File: src/core/bef_defines.vh
// Constants for the bridge excitation, filter pacing and output word block.
// Assumes one master clock at 100 MHz and an APB slave with 32-bit data.
// Behaviour
// RULE_01: Source bit zero selects internal excitation, divided from master clock by frequency select.
// RULE_02: Internal mode, nonzero select: both excite pins form two-phase non-overlapping clock.
// RULE_03: Both excite outputs stay low exactly one master cycle between phases.
// RULE_04: Source bit one makes excite pin A an input setting frequency and phase.
// RULE_05: External clock near 50% duty, synchronous, N times master over 81920, N 1..160.
// RULE_06: External mode regenerates excite pin B from pin A for the bridge amplifier.
// RULE_07: After every excite output change, wait 64 master cycles before sampling inputs.
// RULE_08: Filter delivers one output word every 81920 master cycles.
// RULE_09: After step, gain or offset change, up to 6 words until settled.
// RULE_10: Unipolar results are straight binary, bipolar results are two's complement.
// RULE_11: Word shifts out MSB or sign first, next bit on each falling serial clock.
// RULE_12: Word is 24 bits: 16 or 20 data bits, rest copies of flag.
// RULE_13: Host must give 17 or 21 serial clocks to get data plus a flag.
// RULE_14: Flag bits are zero normally and all one when input is over range.
// RULE_15: Beyond twice full scale flags set, data need not be a full-scale code.
// RULE_16: First word after reset or restart may show false flags; host ignores it.
// RULE_17: Source and select all zero: pin A driven low, pin B high.
// RULE_18: After filter reset one then zero, filter starts after 24th serial clock falls.
// RULE_19: Hold-off counter restarts on every excite edge; no sample until it expires.
`ifndef BEF_DEFINES_VH
`define BEF_DEFINES_VH

// Register byte offsets
`define BEF_ADDR_CTRL     12'h000
`define BEF_ADDR_STATUS   12'h004
`define BEF_ADDR_INT_STAT 12'h008
`define BEF_ADDR_INT_CLR  12'h00C
`define BEF_ADDR_INT_EN   12'h010
`define BEF_ADDR_DATA     12'h014

// Control register fields
`define BEF_CTRL_EXC_SRC  0
`define BEF_CTRL_FSEL_LO  1
`define BEF_CTRL_FSEL_HI  2
`define BEF_CTRL_FRST     3
`define BEF_CTRL_BIPOLAR  4
`define BEF_CTRL_RES20    5
`define BEF_CTRL_W        6
`define BEF_CTRL_RESET    6'h00

// Interrupt bits: word ready, over range, settled
`define BEF_INT_WORD      0
`define BEF_INT_OVR       1
`define BEF_INT_SETTLED   2
`define BEF_INT_W         3

// Timing counts in master cycles; settling in words, filter restart in serial clocks
`define BEF_WORD_CYCLES   81920
`define BEF_HOLDOFF       64
`define BEF_SETTLE_WORDS  6
`define BEF_FRST_SCLKS    24
`define BEF_EXC_HALF_1    4096
`define BEF_EXC_HALF_2    2048
`define BEF_EXC_HALF_3    1024

// Word layout
`define BEF_WORD_W        24
`define BEF_ACC_W         21

`endif

File: src/core/bef_sync2.v
// Two-flop synchroniser for pins entering the master clock domain.
// Assumes inputs are asynchronous levels; first stage feeds second only.
`timescale 1ns/1ps
`default_nettype none
module bef_sync2 #(
  parameter W = 1
) (
  input  wire         clk,
  input  wire         rst_n,
  input  wire [W-1:0] din,
  output reg  [W-1:0] dout
);
  reg [W-1:0] meta_r;

  // Two stages, reset to zero
  always @(posedge clk or negedge rst_n) begin
    if (!rst_n) begin
      meta_r <= {W{1'b0}};
      dout   <= {W{1'b0}};
    end else begin
      meta_r <= din;
      dout   <= meta_r;
    end
  end
endmodule
`default_nettype wire

File: src/core/bef_dcnt.v
// Loadable down counter with a zero flag, used for hold-off and settling.
// Assumes load and dec come from logic on the same clock.
`timescale 1ns/1ps
`default_nettype none
module bef_dcnt #(
  parameter W = 8
) (
  input  wire         clk,
  input  wire         rst_n,
  input  wire         load,
  input  wire [W-1:0] load_val,
  input  wire         dec,
  output wire         zero
);
  reg [W-1:0] cnt_r;

  // Load wins over decrement so a new event always restarts the wait
  always @(posedge clk or negedge rst_n) begin
    if (!rst_n) begin
      cnt_r <= {W{1'b0}};
    end else if (load) begin
      cnt_r <= load_val;
    end else if (dec && (cnt_r != {W{1'b0}})) begin
      cnt_r <= cnt_r - {{(W-1){1'b0}}, 1'b1};
    end
  end

  assign zero = (cnt_r == {W{1'b0}});
endmodule
`default_nettype wire

File: src/core/bef_top.v
// Bridge excitation, sampling hold-off, filter pacing and output word block.
// Assumes pclk is the master clock; serial clock and excite pin A are async pins;
// filter accumulator and over-range hints come from logic on pclk.
`timescale 1ns/1ps
`default_nettype none
`include "bef_defines.vh"
module bef_top #(
  parameter WORD_CYCLES = `BEF_WORD_CYCLES
) (
  input  wire                  pclk,
  input  wire                  presetn,
  input  wire                  psel,
  input  wire                  penable,
  input  wire                  pwrite,
  input  wire [11:0]           paddr,
  input  wire [31:0]           pwdata,
  output reg  [31:0]           prdata,
  output reg                   pready,
  output reg                   pslverr,
  output reg                   irq,
  input  wire                  bridge_excite_a_i,
  output reg                   bridge_excite_a_o,
  output reg                   bridge_excite_a_oe,
  output reg                   bridge_excite_b,
  output reg                   sample_enable,
  output reg                   filter_tick,
  input  wire [`BEF_ACC_W-1:0] filter_acc,
  input  wire                  filter_acc_wild,
  input  wire                  settle_restart,
  input  wire                  serial_clk,
  output reg                   serial_data,
  output reg                   serial_data_oe
);
  // One-hot excitation phases
  localparam [3:0] EX_A  = 4'b0001;
  localparam [3:0] EX_DA = 4'b0010;
  localparam [3:0] EX_B  = 4'b0100;
  localparam [3:0] EX_DB = 4'b1000;
  localparam [16:0] WORD_LAST = WORD_CYCLES[16:0] - 17'd1;

  reg  [`BEF_CTRL_W-1:0]  ctrl_r;
  reg  [`BEF_INT_W-1:0]   int_stat_r;
  reg  [`BEF_INT_W-1:0]   int_en_r;
  reg  [`BEF_WORD_W-1:0]  data_r;
  reg  [3:0]              ex_state_r;
  reg  [12:0]             ex_cnt_r;
  reg  [12:0]             ex_half;
  reg                     nxt_a;
  reg                     nxt_b;
  reg  [16:0]             word_cnt_r;
  reg                     fr_wait_r;
  reg  [4:0]              fr_cnt_r;
  reg                     first_word_r;
  reg                     settled_r;
  reg  [`BEF_WORD_W-1:0]  shreg_r;
  reg  [4:0]              sh_cnt_r;
  reg                     sclk_d_r;
  reg  signed [21:0]      v;
  reg  signed [21:0]      hi;
  reg  signed [21:0]      lo;
  reg  signed [21:0]      clamp;
  reg                     ovr;
  reg  [`BEF_WORD_W-1:0]  word_nxt;
  reg  [31:0]             rd_nxt;
  reg                     map_ok;
  wire                    bxa_s;
  wire                    sclk_s;
  wire                    holdoff_zero;
  wire                    settle_zero;

  wire       exc_src   = ctrl_r[`BEF_CTRL_EXC_SRC];
  wire [1:0] fsel      = {ctrl_r[`BEF_CTRL_FSEL_HI], ctrl_r[`BEF_CTRL_FSEL_LO]};
  wire       int_run   = !exc_src && (fsel != 2'b00);
  wire       apb_acc   = psel && penable && pready;
  wire       apb_wr    = apb_acc && pwrite;
  wire       wr_ctrl   = apb_wr && (paddr == `BEF_ADDR_CTRL);
  wire       sclk_fall = sclk_d_r && !sclk_s;
  wire       filt_run  = !ctrl_r[`BEF_CTRL_FRST] && !fr_wait_r;
  wire       word_tick = filt_run && (word_cnt_r == WORD_LAST);
  wire       exc_edge  = (nxt_a != bridge_excite_a_o) || (nxt_b != bridge_excite_b);
  wire       fr_release = wr_ctrl && ctrl_r[`BEF_CTRL_FRST] && !pwdata[`BEF_CTRL_FRST];

  // Pins from outside the clock domain
  bef_sync2 #(
    .W (2)
  ) u_sync (
    .clk   (pclk),
    .rst_n (presetn),
    .din   ({bridge_excite_a_i, serial_clk}),
    .dout  ({bxa_s, sclk_s})
  );

  // Sampling hold-off restarted by each excite edge
  bef_dcnt #(
    .W (7)
  ) u_holdoff (
    .clk      (pclk),
    .rst_n    (presetn),
    .load     (exc_edge),                        // RULE_19
    .load_val (7'd`BEF_HOLDOFF),                 // RULE_07
    .dec      (1'b1),
    .zero     (holdoff_zero)
  );

  // Words still needed before output is settled
  bef_dcnt #(
    .W (3)
  ) u_settle (
    .clk      (pclk),
    .rst_n    (presetn),
    .load     (settle_restart || fr_release),
    .load_val (3'd`BEF_SETTLE_WORDS),            // RULE_09
    .dec      (word_tick),
    .zero     (settle_zero)
  );

  // Half period of the internal excitation, one dead cycle included
  always @* begin
    case (fsel)
      2'b01:   ex_half = 13'd`BEF_EXC_HALF_1;    // RULE_01
      2'b10:   ex_half = 13'd`BEF_EXC_HALF_2;
      2'b11:   ex_half = 13'd`BEF_EXC_HALF_3;
      default: ex_half = 13'd`BEF_EXC_HALF_1;
    endcase
  end

  // Internal two-phase sequencer; idles in phase A when not running
  always @(posedge pclk or negedge presetn) begin
    if (!presetn) begin
      ex_state_r <= EX_A;
      ex_cnt_r   <= 13'h0000;
    end else if (!int_run) begin
      ex_state_r <= EX_A;
      ex_cnt_r   <= 13'h0000;
    end else begin
      case (ex_state_r)
        EX_A: begin
          if (ex_cnt_r >= ex_half - 13'd2) begin
            ex_cnt_r   <= 13'h0000;
            ex_state_r <= EX_DA;
          end else begin
            ex_cnt_r <= ex_cnt_r + 13'd1;
          end
        end
        EX_DA: ex_state_r <= EX_B;                // RULE_03
        EX_B: begin
          if (ex_cnt_r >= ex_half - 13'd2) begin
            ex_cnt_r   <= 13'h0000;
            ex_state_r <= EX_DB;
          end else begin
            ex_cnt_r <= ex_cnt_r + 13'd1;
          end
        end
        EX_DB: ex_state_r <= EX_A;                // RULE_03
        default: ex_state_r <= EX_A;
      endcase
    end
  end

  // Next pin levels for each excitation mode
  always @* begin
    if (exc_src) begin
      nxt_a = 1'b0;
      nxt_b = bxa_s;                              // RULE_06
    end else if (fsel == 2'b00) begin
      nxt_a = 1'b0;                               // RULE_17
      nxt_b = 1'b1;
    end else begin
      nxt_a = (ex_state_r == EX_A);               // RULE_02
      nxt_b = (ex_state_r == EX_B);
    end
  end

  // Excite pins registered; pin A released as input in external mode
  always @(posedge pclk or negedge presetn) begin
    if (!presetn) begin
      bridge_excite_a_o  <= 1'b0;
      bridge_excite_a_oe <= 1'b1;
      bridge_excite_b    <= 1'b1;
      sample_enable      <= 1'b0;
    end else begin
      bridge_excite_a_o  <= nxt_a;
      bridge_excite_a_oe <= !exc_src;             // RULE_04
      bridge_excite_b    <= nxt_b;
      sample_enable      <= holdoff_zero && !exc_edge; // RULE_19
    end
  end

  // Output word formatting with clamp and flag copies
  always @* begin
    if (ctrl_r[`BEF_CTRL_RES20]) begin
      v = {filter_acc[20], filter_acc};
    end else begin
      v = {{5{filter_acc[20]}}, filter_acc[20:4]};
    end
    case ({ctrl_r[`BEF_CTRL_BIPOLAR], ctrl_r[`BEF_CTRL_RES20]})
      2'b00: begin hi = 22'sh00FFFF; lo = 22'sh000000; end  // RULE_10
      2'b01: begin hi = 22'sh0FFFFF; lo = 22'sh000000; end
      2'b10: begin hi = 22'sh007FFF; lo = 22'sh3F8000; end
      default: begin hi = 22'sh07FFFF; lo = 22'sh380000; end
    endcase
    ovr = filter_acc_wild || (v > hi) || (v < lo);          // RULE_14
    if (filter_acc_wild) begin
      clamp = v;                                  // RULE_15
    end else if (v > hi) begin
      clamp = hi;
    end else if (v < lo) begin
      clamp = lo;
    end else begin
      clamp = v;
    end
    if (ctrl_r[`BEF_CTRL_RES20]) begin
      word_nxt = {clamp[19:0], {4{ovr}}};         // RULE_12
    end else begin
      word_nxt = {clamp[15:0], {8{ovr}}};
    end
  end

  // Word pacing; held at zero during filter reset
  always @(posedge pclk or negedge presetn) begin
    if (!presetn) begin
      word_cnt_r  <= 17'h00000;
      filter_tick <= 1'b0;
    end else begin
      filter_tick <= word_tick;
      if (!filt_run || word_tick) begin
        word_cnt_r <= 17'h00000;                  // RULE_08
      end else begin
        word_cnt_r <= word_cnt_r + 17'd1;
      end
    end
  end

  // Filter restart waits for 24 serial clock falls after reset release
  always @(posedge pclk or negedge presetn) begin
    if (!presetn) begin
      fr_wait_r <= 1'b0;
      fr_cnt_r  <= 5'h00;
    end else if (fr_release) begin
      fr_wait_r <= 1'b1;
      fr_cnt_r  <= 5'h00;
    end else if (fr_wait_r && sclk_fall) begin
      if (fr_cnt_r == 5'd`BEF_FRST_SCLKS - 5'd1) begin
        fr_wait_r <= 1'b0;                        // RULE_18
      end
      fr_cnt_r <= fr_cnt_r + 5'd1;
    end
  end

  // Serial shifter, loaded with each new word; host gives the clocks
  always @(posedge pclk or negedge presetn) begin
    if (!presetn) begin
      sclk_d_r       <= 1'b0;
      shreg_r        <= 24'h000000;
      sh_cnt_r       <= 5'h00;
      serial_data    <= 1'b0;
      serial_data_oe <= 1'b0;
    end else begin
      sclk_d_r <= sclk_s;
      if (word_tick) begin
        shreg_r        <= word_nxt;
        sh_cnt_r       <= 5'd`BEF_WORD_W;
        serial_data    <= word_nxt[`BEF_WORD_W-1];  // RULE_11
        serial_data_oe <= 1'b1;
      end else if (sclk_fall && (sh_cnt_r != 5'h00)) begin
        shreg_r        <= {shreg_r[`BEF_WORD_W-2:0], 1'b0};
        serial_data    <= shreg_r[`BEF_WORD_W-2];   // RULE_11
        sh_cnt_r       <= sh_cnt_r - 5'd1;
        serial_data_oe <= (sh_cnt_r != 5'd1);     // RULE_13
      end
    end
  end

  // Captured word, first-word marker and settled level
  always @(posedge pclk or negedge presetn) begin
    if (!presetn) begin
      data_r       <= 24'h000000;
      first_word_r <= 1'b1;
      settled_r    <= 1'b0;
    end else begin
      if (word_tick) begin
        data_r <= word_nxt;
      end
      // Flags of the first word after reset or restart are not trusted
      if (fr_release) begin
        first_word_r <= 1'b1;                     // RULE_16
      end else if (word_tick) begin
        first_word_r <= 1'b0;
      end
      settled_r <= settle_zero;
    end
  end

  // Sticky events; a new event beats a clear in the same cycle
  always @(posedge pclk or negedge presetn) begin
    if (!presetn) begin
      int_stat_r <= 3'h0;
      irq        <= 1'b0;
    end else begin
      if (apb_wr && (paddr == `BEF_ADDR_INT_CLR)) begin
        int_stat_r <= (int_stat_r & ~pwdata[2:0]) |
                      {settle_zero && !settled_r, word_tick && ovr, word_tick};
      end else begin
        int_stat_r <= int_stat_r |
                      {settle_zero && !settled_r, word_tick && ovr, word_tick};
      end
      irq <= |(int_stat_r & int_en_r);
    end
  end

  // Register writes
  always @(posedge pclk or negedge presetn) begin
    if (!presetn) begin
      ctrl_r   <= `BEF_CTRL_RESET;
      int_en_r <= 3'h0;
    end else if (apb_wr) begin
      if (paddr == `BEF_ADDR_CTRL) begin
        ctrl_r <= pwdata[`BEF_CTRL_W-1:0];
      end
      if (paddr == `BEF_ADDR_INT_EN) begin
        int_en_r <= pwdata[2:0];
      end
    end
  end

  // Read mux and address map check
  always @* begin
    map_ok = 1'b1;
    rd_nxt = 32'h00000000;
    case (paddr)
      `BEF_ADDR_CTRL:     rd_nxt = {26'h0, ctrl_r};
      `BEF_ADDR_STATUS:   rd_nxt = {24'h0, ex_state_r, first_word_r,
                                    settled_r, filt_run, holdoff_zero};
      `BEF_ADDR_INT_STAT: rd_nxt = {29'h0, int_stat_r};
      `BEF_ADDR_INT_CLR:  rd_nxt = 32'h00000000;
      `BEF_ADDR_INT_EN:   rd_nxt = {29'h0, int_en_r};
      `BEF_ADDR_DATA:     rd_nxt = {8'h00, data_r};
      default:            map_ok = 1'b0;
    endcase
  end

  // APB answer: one wait state, error on unmapped address
  always @(posedge pclk or negedge presetn) begin
    if (!presetn) begin
      pready  <= 1'b0;
      pslverr <= 1'b0;
      prdata  <= 32'h00000000;
    end else if (psel && penable && !pready) begin
      pready  <= 1'b1;
      pslverr <= !map_ok;
      prdata  <= pwrite ? 32'h00000000 : rd_nxt;
    end else begin
      pready  <= 1'b0;
      pslverr <= 1'b0;
    end
  end
endmodule
`default_nettype wire

File: config.mk
export PLATFORM = sky130hd
export DESIGN_NAME = bef_top
export DESIGN_NICKNAME = d
export VERILOG_FILES = /design/src/core/bef_sync2.v /design/src/core/bef_dcnt.v /design/src/core/bef_top.v
export VERILOG_INCLUDE_DIRS = /design/src /design/src/core
export SDC_FILE = /design/constraint.sdc
export NUM_CORES = 1
export LEC_CHECK = 0
export BUFFER_PORTS_ARGS = -buffer_cell sky130_fd_sc_hd__buf_2
export CAP_MARGIN = 20
export CORE_AREA = 5 5 119 121
export DETAILED_ROUTE_END_ITERATION = 16
export DIE_AREA = 0 0 124 126
export PLACE_DENSITY = 0.83
export SLEW_MARGIN = 20
export SYNTH_ARGS = -nofsm -noshare
export SYNTH_HDL_FRONTEND = slang
export SYNTH_HIERARCHICAL = 1
export SYNTH_SLANG_ARGS = --single-unit
File: constraint.sdc
create_clock -name pclk -period 4.9 [get_ports pclk]
set_input_delay 0.98 -clock pclk [delete_from_list [all_inputs] [get_ports pclk]]
set_output_delay 0.98 -clock pclk [all_outputs]
set_load 0.02 [all_outputs]
-- After elaboration in Yosys (flattened, before gate mapping)
Cells that the tools add are included.
- mux-type cells: 45
- reductions and logical operators: 56
- magnitude comparators: 3
- bitwise operators: 5
- add/subtract/negate cells: 7
- equality and inequality tests: 20
- operators by type and width (operator ; count):
    case mux 24 bit (5 select lines) ; 1
    two-way mux 20 bit ; 4
    case mux 20 bit (3 select lines) ; 1
    two-way mux 23 bit ; 2
    case mux 22 bit (2 select lines) ; 1
    two-way mux 13 bit ; 3
    two-way mux 32 bit ; 1
    case mux 13 bit (2 select lines) ; 1
    equality test 12 x 4 -> 1 bit, second input constant ; 2
    equality test 12 x 5 -> 1 bit, second input constant ; 2
    two-way mux 24 bit ; 1
    < comparator 21 x 22 -> 1 bit ; 1
    greater-than comparator 21 bit ; 1
    two-way mux 5 bit ; 4
    logical AND 1 bit ; 18
    adder 17 x 1 -> 17 bit, second input constant ; 1
    equality test 17 bit, second input constant ; 1
    two-way mux 17 bit ; 1
    two-way mux 1 bit ; 16
    two-way mux 7 bit ; 2
    nonzero test 2 bit ; 7
    adder 13 x 1 -> 13 bit, second input constant ; 1
    >= comparator 13 bit ; 1
    subtractor 13 x 2 -> 13 bit, second input constant ; 1
    34 further kinds ; 62
- input bits: 74
- bits in registers: 163

-- Depth between registers and ports, before layout
Gate-level depths: netlist (run 1).
- word-level depth: 9
- gate-level depth with buffers: 12
- depth with buffers taken out: 10

-- By module
Netlist (run 1), hierarchy kept.
- by module, submodules not included (module ; area each (um^2) ; instances ; cells an instance):
    bef_top ; 6890.4 ; 1 ; 692
    bef_dcnt at u_holdoff ; 461.7 ; 1 ; 52
    bef_dcnt at u_settle ; 190.2 ; 1 ; 19
    bef_sync2 ; 100.1 ; 1 ; 4

-- Least setup slack after synthesis (run 1)
OpenSTA, ideal clock, no wires.
- path kind: input to register
- start point: input port filter_acc[20]
- end point: register shreg_r[0]
- slack: 1.773 ns
- cell stages on the path: 11
- data arrival time: 3.007 ns
- library setup time: 0.120 ns
- required time: 4.780 ns
- cells stage by stage: nand2b_1 > a21boi_0 > inv_1 > ha_1 > nand2b_1 > a211oi_1 > o211a_1 > clkbuf_1 > o21ai_0 > o21a_1 > a31o_2
- word-level cells in the longest chain between the ends: 6
- elaborated cells on any way between the ends: 7
- classes of those cells: order compare (2); mux (3); reduce/logical (2)
- RTL lines (item ; RTL line ; text):
    start, declared ; bef_top.v:27 ; input wire [`BEF_ACC_W-1:0] filter_acc,
    two-way mux 20 bit ; bef_top.v:191 ; if (ctrl_r[`BEF_CTRL_RES20]) begin
    greater-than comparator 21 bit ; bef_top.v:202 ; ovr = filter_acc_wild || (v > hi) || (v < lo);
    logical OR 1 bit ; bef_top.v:202 ;
    logical OR 1 bit (*) ; bef_top.v:202 ;
    two-way mux 24 bit (*) ; bef_top.v:212 ; if (ctrl_r[`BEF_CTRL_RES20]) begin
    two-way mux 23 bit (*) ; bef_top.v:260 ; if (word_tick) begin
    end signal, assigned ; bef_top.v:261 ; shreg_r <= word_nxt;
    end signal, assigned ; bef_top.v:266 ; shreg_r <= {shreg_r[`BEF_WORD_W-2:0], 1'b0};
    end, declared ; bef_top.v:55 ; reg [`BEF_WORD_W-1:0] shreg_r;
Every way passes the cells marked *; elsewhere a longest branch is shown, timed or not.
A chain may end at the register's enable or synchronous reset.

-- Worst setup path in the final report (run 1)
- start point: input port filter_acc[20]
- end point: register shreg_r[9]
- word-level cells in the longest chain between the ends: 7
- elaborated cells on any way between the ends: 8
- classes of those cells: order compare (2); mux (6)
- RTL lines (item ; RTL line ; text):
    two-way mux 20 bit ; bef_top.v:191 ;
    < comparator 21 x 22 -> 1 bit ; bef_top.v:207 ; end else if (v < lo) begin
    two-way mux 20 bit ; bef_top.v:207 ;
    two-way mux 20 bit (*) ; bef_top.v:205 ; end else if (v > hi) begin
    two-way mux 20 bit (*) ; bef_top.v:203 ; if (filter_acc_wild) begin
    two-way mux 24 bit (*) ; bef_top.v:212 ;
    two-way mux 23 bit (*) ; bef_top.v:260 ;
Marks and branches as above.

==> impl_metrics.env, run 1 <==
export IMPL_status="finished, final reports clean"
export IMPL_ys_warn_count=6
export IMPL_ir_worst_vdd_mv=0.259
export IMPL_vias=6116
export IMPL_antenna_found_initial=0
export IMPL_htreeDepth=4
export IMPL_antenna_cells=0
export IMPL_power_density_mw_per_mm2=340
export IMPL_hold_path_class="reg -> reg"
export IMPL_p_switching_mw=0.746
export IMPL_power_leakage_nw=4.21
export IMPL_required_ns=5.16
export IMPL_fmax_ghz=0.289
export IMPL_synth_seq_area_share_pct=49.8
export IMPL_rsz0062_at_grt="false"
export IMPL_place_congestion=0.862
export IMPL_comb_power_share_pct=9.0
export IMPL_clk_pin_slew_ns=0.06
export IMPL_clkPwrFrac_pct=45.5
export IMPL_internal_power_mw=2.27
export IMPL_r2r_end="shreg_r[9]"
export IMPL_synthCells=767
export IMPL_grt_util_all_layers_pct=23.0
export IMPL_grt_first_pass_wirelength_microns=28700
export IMPL_stdcell_count=1050
export IMPL_port_buffers=81
export IMPL_switching_share_pct=24.7
export IMPL_gr_total_overflow=0
export IMPL_fin_crit_ns=3.46
export IMPL_synth_top_cell_by_area="dfrtp_1"
export IMPL_io_pins=116
export IMPL_hold_end="u_sync/dout[1]"
export IMPL_critPathKind="in -> reg"
export IMPL_fin_tns_setup_ns=0
export IMPL_avgSynthCellArea_sq_um=9.96
export IMPL_power_mw=3.02
export IMPL_dr_pass1_iters=6
export IMPL_cts_tree="built"
export IMPL_postCtsHoldBufs=0
export IMPL_hp_start="u_sync/meta_r[1]"
export IMPL_finalCritPeriodShare_pct=70.5
export IMPL_synth_seq_cells=152
export IMPL_dp_cells=1019
export IMPL_detail_route_wl_per_cell_microns=16.4
export IMPL_syn_to_final_growth_pct=16.2
export IMPL_die_area_sq_mm=0.0156
export IMPL_ctsResizeCount=0
export IMPL_cts_root_buffer="clkbuf_16"
export IMPL_grt_pass1_vias=5975
export IMPL_routed_via_density=5.82
export IMPL_synth_edff_count=0
export IMPL_relSlewSlack_pct=38.5
export IMPL_fin_nets=957
export IMPL_rr_startpoint="ctrl_r[5]"
export IMPL_antenna_left=0
export IMPL_report_final_slew_viol_count=0
export IMPL_drc=0
export IMPL_clkSinkCount=152
export IMPL_drtIter0Drc=533
export IMPL_place_ws_ns=1.03
export IMPL_synth_ff_type="dfrtp_1"
export IMPL_cts_path_max_buffers=2
export IMPL_hpwlAfterDp_microns=11800
export IMPL_syn_area_sq_mm=0.00764
export IMPL_seqPwrFrac_pct=45.5
export IMPL_crit_path_end_kind="flop"
export IMPL_crit_arrival_ns=3.71
export IMPL_synth_area_top_cells="dfrtp_1 (48%), nand2_1 (3.9%), ha_1 (3.4%), nor2_1 (3.4%), mux2i_1 (3.3%)"
export IMPL_coreArea_sq_mm=0.0130
export IMPL_die_w_microns=124
export IMPL_post_cts_buffers=0
export IMPL_num_rows=42
export IMPL_async_reset_ff_share_pct=100
export IMPL_crit_path_start_kind="input pin"
export IMPL_fill_cells=989
export IMPL_reg2reg_depth=12
export IMPL_finalClockSkew_ns=0.0101
export IMPL_worstMarginPinSlew_ns=0.919
export IMPL_grt_max_degree=89
export IMPL_fin_hold_ws_ns=0.349
export IMPL_drive_gt1_share_pct=18.1
export IMPL_worst_slack_ns=1.44
export IMPL_synth_top_area_share_pct=48.5
export IMPL_hold_viol_final=0
export IMPL_cp_max_fo=12
export IMPL_worstHoldPathCells=0
export IMPL_setup_viol=0
export IMPL_die_h_microns=126
export IMPL_worst_r2r_setup_slack_ns=1.48
export IMPL_initial_core_util_pct=58.9
export IMPL_yosys_cell_types_count=67
export IMPL_cap_viol_max_count=0
export IMPL_cts_buffers=17
export IMPL_drt_total_wl_microns=17200
export IMPL_clk_latency_ns=0.43
-- critical path, cell delays in order --
cell and delay [ns]:
buf_2 0.14, nand2b_1 0.13, a21boi_0 0.36, inv_1 0.13, ha_1 0.34, nand2b_1 0.06
a211oi_1 0.24, o211a_1 0.37, nor2_1 0.14, nor2_2 0.42, buf_4 0.30, a22oi_1 0.09
-- layout by cell type, fill, tap and decap left out, drive strengths merged, types with 21 or more instances in the layout --
master / synthesis / routed
a21oi: 32 / 32
a22oi: 26 / 26
buf: 15 / 90
conb: 2 / 25
dfrtp: 148 / 148
ha: 21 / 21
inv: 33 / 38
mux2i: 25 / 25
nand2: 82 / 82
nand3: 25 / 25
nor2: 72 / 72
o21ai: 38 / 38
-- per-stage QoR --
stage | cell area [sq um] | util (%)
finish | 8880 | 68.4
global route | 8880 | 68.4
CTS | 8880 | 68.4
detailed placement | 8250 | 63.6
global placement | 8250 | 63.6
floorplan | 7730 | -
-- final cells by class --
class | instances | area (sq um) | area share (%)
Sequential cell | 152 | 3810 | 42.9
Clock buffer | 20 | 467 | 5.25
Multi-Input combinational cell | 568 | 3620 | 40.8
Inverter | 33 | 124 | 1.39
Tap cell | 176 | 220 | 2.48
Timing Repair Buffer | 90 | 479 | 5.40
Clock inverter | 11 | 159 | 1.79
-- Yosys cell counts (all sizes together), types with 4 or more instances --
library cell	count
dfrtp	148
nand2	82
nor2	72
o21ai	38
inv	33
a21oi	32
a22oi	26
mux2i	25
nand3	25
clkbuf	22
ha	21
a22o	19
buf	15
nor3	14
xor2	14
nand4	13
nor2b	13
o31ai	13
and3	12
mux2	12
nand2b	12
xnor2	12
nor4	7
a21boi	6
a21o	6
o22ai	6
or3	6
a211oi	4
dfstp	4
o21a	4
or2	4
or4b	4
-- power by group through the flow --
stage	clock [mW]	combinational, mW	sequential [mW]
final	1.37	0.271	1.37
after global routing	1.44	0.310	1.38
after CTS	1.39	0.271	1.37
after detailed placement	0	0.270	1.39
after global placement	0	0.260	1.39
after floorplan	0	0.183	1.38
-- worst max path at each step --
stage / start / endpoint / slack [ns] / cells after the start
6_report: filter_acc[20] / shreg_r[9] / 1.44 / 12
5_1_grt: filter_acc[20] / shreg_r[9] / 1.20 / 12
4_1_cts: filter_acc[20] / shreg_r[9] / 1.46 / 12
3_5_place_dp: filter_acc[20] / shreg_r[9] / 1.03 / 12
3_3_place_gp: filter_acc[20] / shreg_r[11] / 1.12 / 12
2_1_floorplan: filter_acc[20] / shreg_r[0] / 1.77 / 11
-- metal layers --
layer	up-vias	wire (microns)	GRT usage, %
met5	-	0	0
met4	0	364	7.67
met3	36	1170	5.25
met2	216	8120	37.0
met1	2946	7560	30.7
li1	2918	-	-
-- registers in the layout (all words and copies together), names as in the netlist, 4 cells and up --
name and cells:
sh_cnt_r 5, word_cnt_r 17, shreg_r 23, u_holdoff/cnt_r 7
ex_state_r 4, fr_cnt_r 5, data_r 21, ex_cnt_r 13
prdata 24, ctrl_r 6
-- kinds of logic after synthesis --
group	count (synthesis)	share of synthesized area (%)
adder cells (fa/ha/maj)	21	3.44
flip-flops	152	49.8
XOR/XNOR	26	2.98
AO/OA/AOI/OAI	182	16.7
multiplexers	37	5.04
other	2	0.0983
AND/OR/NAND/NOR	277	17.8
buffers and inverters	70	4.04
No activity file was read; power rests on OpenSTA's default activity.
==> run 2, diff against run 1 <==
--- a/config.mk
+++ b/config.mk
@@ -8,10 +8,10 @@
 export LEC_CHECK = 0
 export BUFFER_PORTS_ARGS = -buffer_cell sky130_fd_sc_hd__buf_2
 export CAP_MARGIN = 20
-export CORE_AREA = 5 5 119 121
+export CORE_AREA = 5 5 122 124
 export DETAILED_ROUTE_END_ITERATION = 16
-export DIE_AREA = 0 0 124 126
-export PLACE_DENSITY = 0.83
+export DIE_AREA = 0 0 127 129
+export PLACE_DENSITY = 0.79
 export SLEW_MARGIN = 20
 export SYNTH_ARGS = -nofsm -noshare
 export SYNTH_HDL_FRONTEND = slang
==> constraint.sdc (replaced) <==
create_clock -name pclk -period 3.6 [get_ports pclk]
set_input_delay 0.72 -clock pclk [delete_from_list [all_inputs] [get_ports pclk]]
set_output_delay 0.72 -clock pclk [all_outputs]
set_load 0.02 [all_outputs]
==> impl_metrics.env, run 2 (synthesis results as in run 1) <==
export IMPL_status="finished, final reports clean"
export IMPL_place_congestion=0.860
export IMPL_clk_pin_slew_ns=0.06
export IMPL_antenna_left=0
export IMPL_crit_arrival_ns=3.12
export IMPL_detail_route_wl_per_cell_microns=15.9
export IMPL_report_final_slew_viol_count=0
export IMPL_critPathTopFamily="compound AO/OA/AOI/OAI gates"
export IMPL_worstMarginPinSlew_ns=0.839
export IMPL_dr_pass1_iters=5
export IMPL_crit_path_start_kind="flop"
export IMPL_hold_path_class="in -> async"
export IMPL_drive_gt1_share_pct=18.1
export IMPL_cts_path_max_buffers=2
export IMPL_antenna_cells=0
export IMPL_finalClockSkew_ns=0.00497
export IMPL_cap_viol_max_count=0
export IMPL_ir_worst_vdd_mv=0.336
export IMPL_io_pins=116
export IMPL_port_buffers=81
export IMPL_die_h_microns=129
export IMPL_fill_cells=1125
export IMPL_grt_first_pass_wirelength_microns=28600
export IMPL_internal_power_mw=3.13
export IMPL_top_register="prdata"
export IMPL_final_common_cell="dfrtp_1"
export IMPL_clkPwrFrac_pct=44.9
export IMPL_gr_total_overflow=0
export IMPL_rr_startpoint="ctrl_r[5]"
export IMPL_vias=6022
export IMPL_postCtsHoldBufs=0
export IMPL_reg_top3="prdata x24, shreg_r x23, data_r x21"
export IMPL_cp_common_cell="buf_4"
export IMPL_grt_util_all_layers_pct=21.6
export IMPL_routed_via_density=5.69
export IMPL_reg2reg_depth=11
export IMPL_coreArea_sq_mm=0.0137
export IMPL_cp_slowest_cell="o211a_1"
export IMPL_cp_cell_sequence="buf_4, a21boi_0, inv_1, ha_1, nand4_1, a211oi_1, o211a_1, nor2_1, nor2_2, buf_4, a22oi_1"
export IMPL_syn_to_final_growth_pct=16.7
export IMPL_required_ns=3.85
export IMPL_crit_buf_inv=3
export IMPL_setup_viol=0
export IMPL_fin_crit_ns=2.87
export IMPL_num_rows=43
export IMPL_clk_latency_ns=0.42
export IMPL_antenna_found_initial=0
export IMPL_stdcell_area_sq_mm=0.00892
export IMPL_grt_pass1_vias=5846
export IMPL_largest_register_ffs=24
export IMPL_die_area_sq_mm=0.0164
export IMPL_rsz0062_at_grt="false"
export IMPL_cts_tree="built"
export IMPL_comb_power_share_pct=9.3
export IMPL_htreeDepth=4
export IMPL_power_leakage_nw=4.24
export IMPL_clkSinkCount=152
export IMPL_relSlewSlack_pct=44.0
export IMPL_initial_core_util_pct=55.9
export IMPL_fmax_ghz=0.348
export IMPL_power_density_mw_per_mm2=458
export IMPL_switching_share_pct=23.3
export IMPL_crit_path_end_kind="flop"
export IMPL_die_w_microns=127
export IMPL_finalCritPeriodShare_pct=79.7
export IMPL_fin_tns_setup_ns=0
export IMPL_cts_buffers=17
export IMPL_r2r_end="shreg_r[9]"
export IMPL_p_switching_mw=0.950
export IMPL_grt_max_degree=71
export IMPL_drtIter0Drc=503
export IMPL_drt_total_wl_microns=16800
export IMPL_cp_max_fo=24
export IMPL_ctsResizeCount=0
export IMPL_fin_nets=962
export IMPL_post_cts_buffers=0
export IMPL_hold_viol_final=0
export IMPL_worst_r2r_setup_slack_ns=0.73
export IMPL_cpPeakStageDelay_ns=0.39
export IMPL_final_cell_mix="dfrtp_1 (148), buf_2 (80), nand2_1 (79), nor2_1 (70), o21ai_0 (37)"
export IMPL_place_area_sq_mm=0.00831
export IMPL_drc=0
export IMPL_critPathKind="reg -> reg"
export IMPL_hpwlAfterDp_microns=11800
export IMPL_seqPwrFrac_pct=45.8
export IMPL_cts_root_buffer="clkbuf_16"
run 2: area by class of cell:
type	count	area [sq um]	area share (%)
Tap cell	180	225	2.52
Clock inverter	9	148	1.66
Multi-Input combinational cell	568	3620	40.6
Clock buffer	22	464	5.20
Inverter	33	124	1.39
Sequential cell	152	3810	42.7
Timing Repair Buffer	95	529	5.93
run 2: per-stage QoR:
stage | worst slack (ns) | cells | hold slack [ns] | power, mW | utilization [%]
after detailed placement | 0.320 | 1028 | 0.337 | 2.28 | 60.8
final | 0.729 | 1059 | 0.291 | 4.08 | 65.3
after CTS | 0.732 | 1059 | 0.324 | 4.11 | 65.3
after global placement | 0.368 | 1028 | 0.336 | 2.26 | 60.8
after global routing | 0.516 | 1059 | 0.343 | 4.28 | 65.3
after floorplan | 0.721 | 790 | 0.331 | 2.13 | -
run 2: power by group through the flow:
stage          sequential (mW)  combinational, mW  clock [mW]
5_1_grt                   1.88              0.436        1.96
3_5_place_dp              1.90              0.378           0
3_3_place_gp              1.89              0.365           0
2_1_floorplan             1.88              0.249           0
6_report                  1.87              0.379        1.83
4_1_cts                   1.87              0.383        1.86
run 2: routing by layer:
layer	global-route usage (%)	part of all wire [%]
met3	4.23	5.1
met5	0	0
met1	29.7	45
met4	6.69	1.3
met2	35.1	49
run 2: worst reg2reg max path: cells and delay by family (launching register included):
family	cells	cell delay, ns
AND/OR/NAND/NOR	3	0.36
adder cells (fa/ha/maj)	1	0.33
AO/OA/AOI/OAI	4	1.03
buffers and inverters	3	0.62
flip-flops	1	0.38
run 2: worst max path at each step:
stage,start,endpoint,cells after the start
final,ctrl_r[5],shreg_r[9],11
after CTS,ctrl_r[5],shreg_r[9],11
after floorplan,ctrl_r[5],shreg_r[0],12
after detailed placement,filter_acc[20],shreg_r[14],12
after global routing,ctrl_r[5],shreg_r[9],11
after global placement,filter_acc[20],shreg_r[17],12
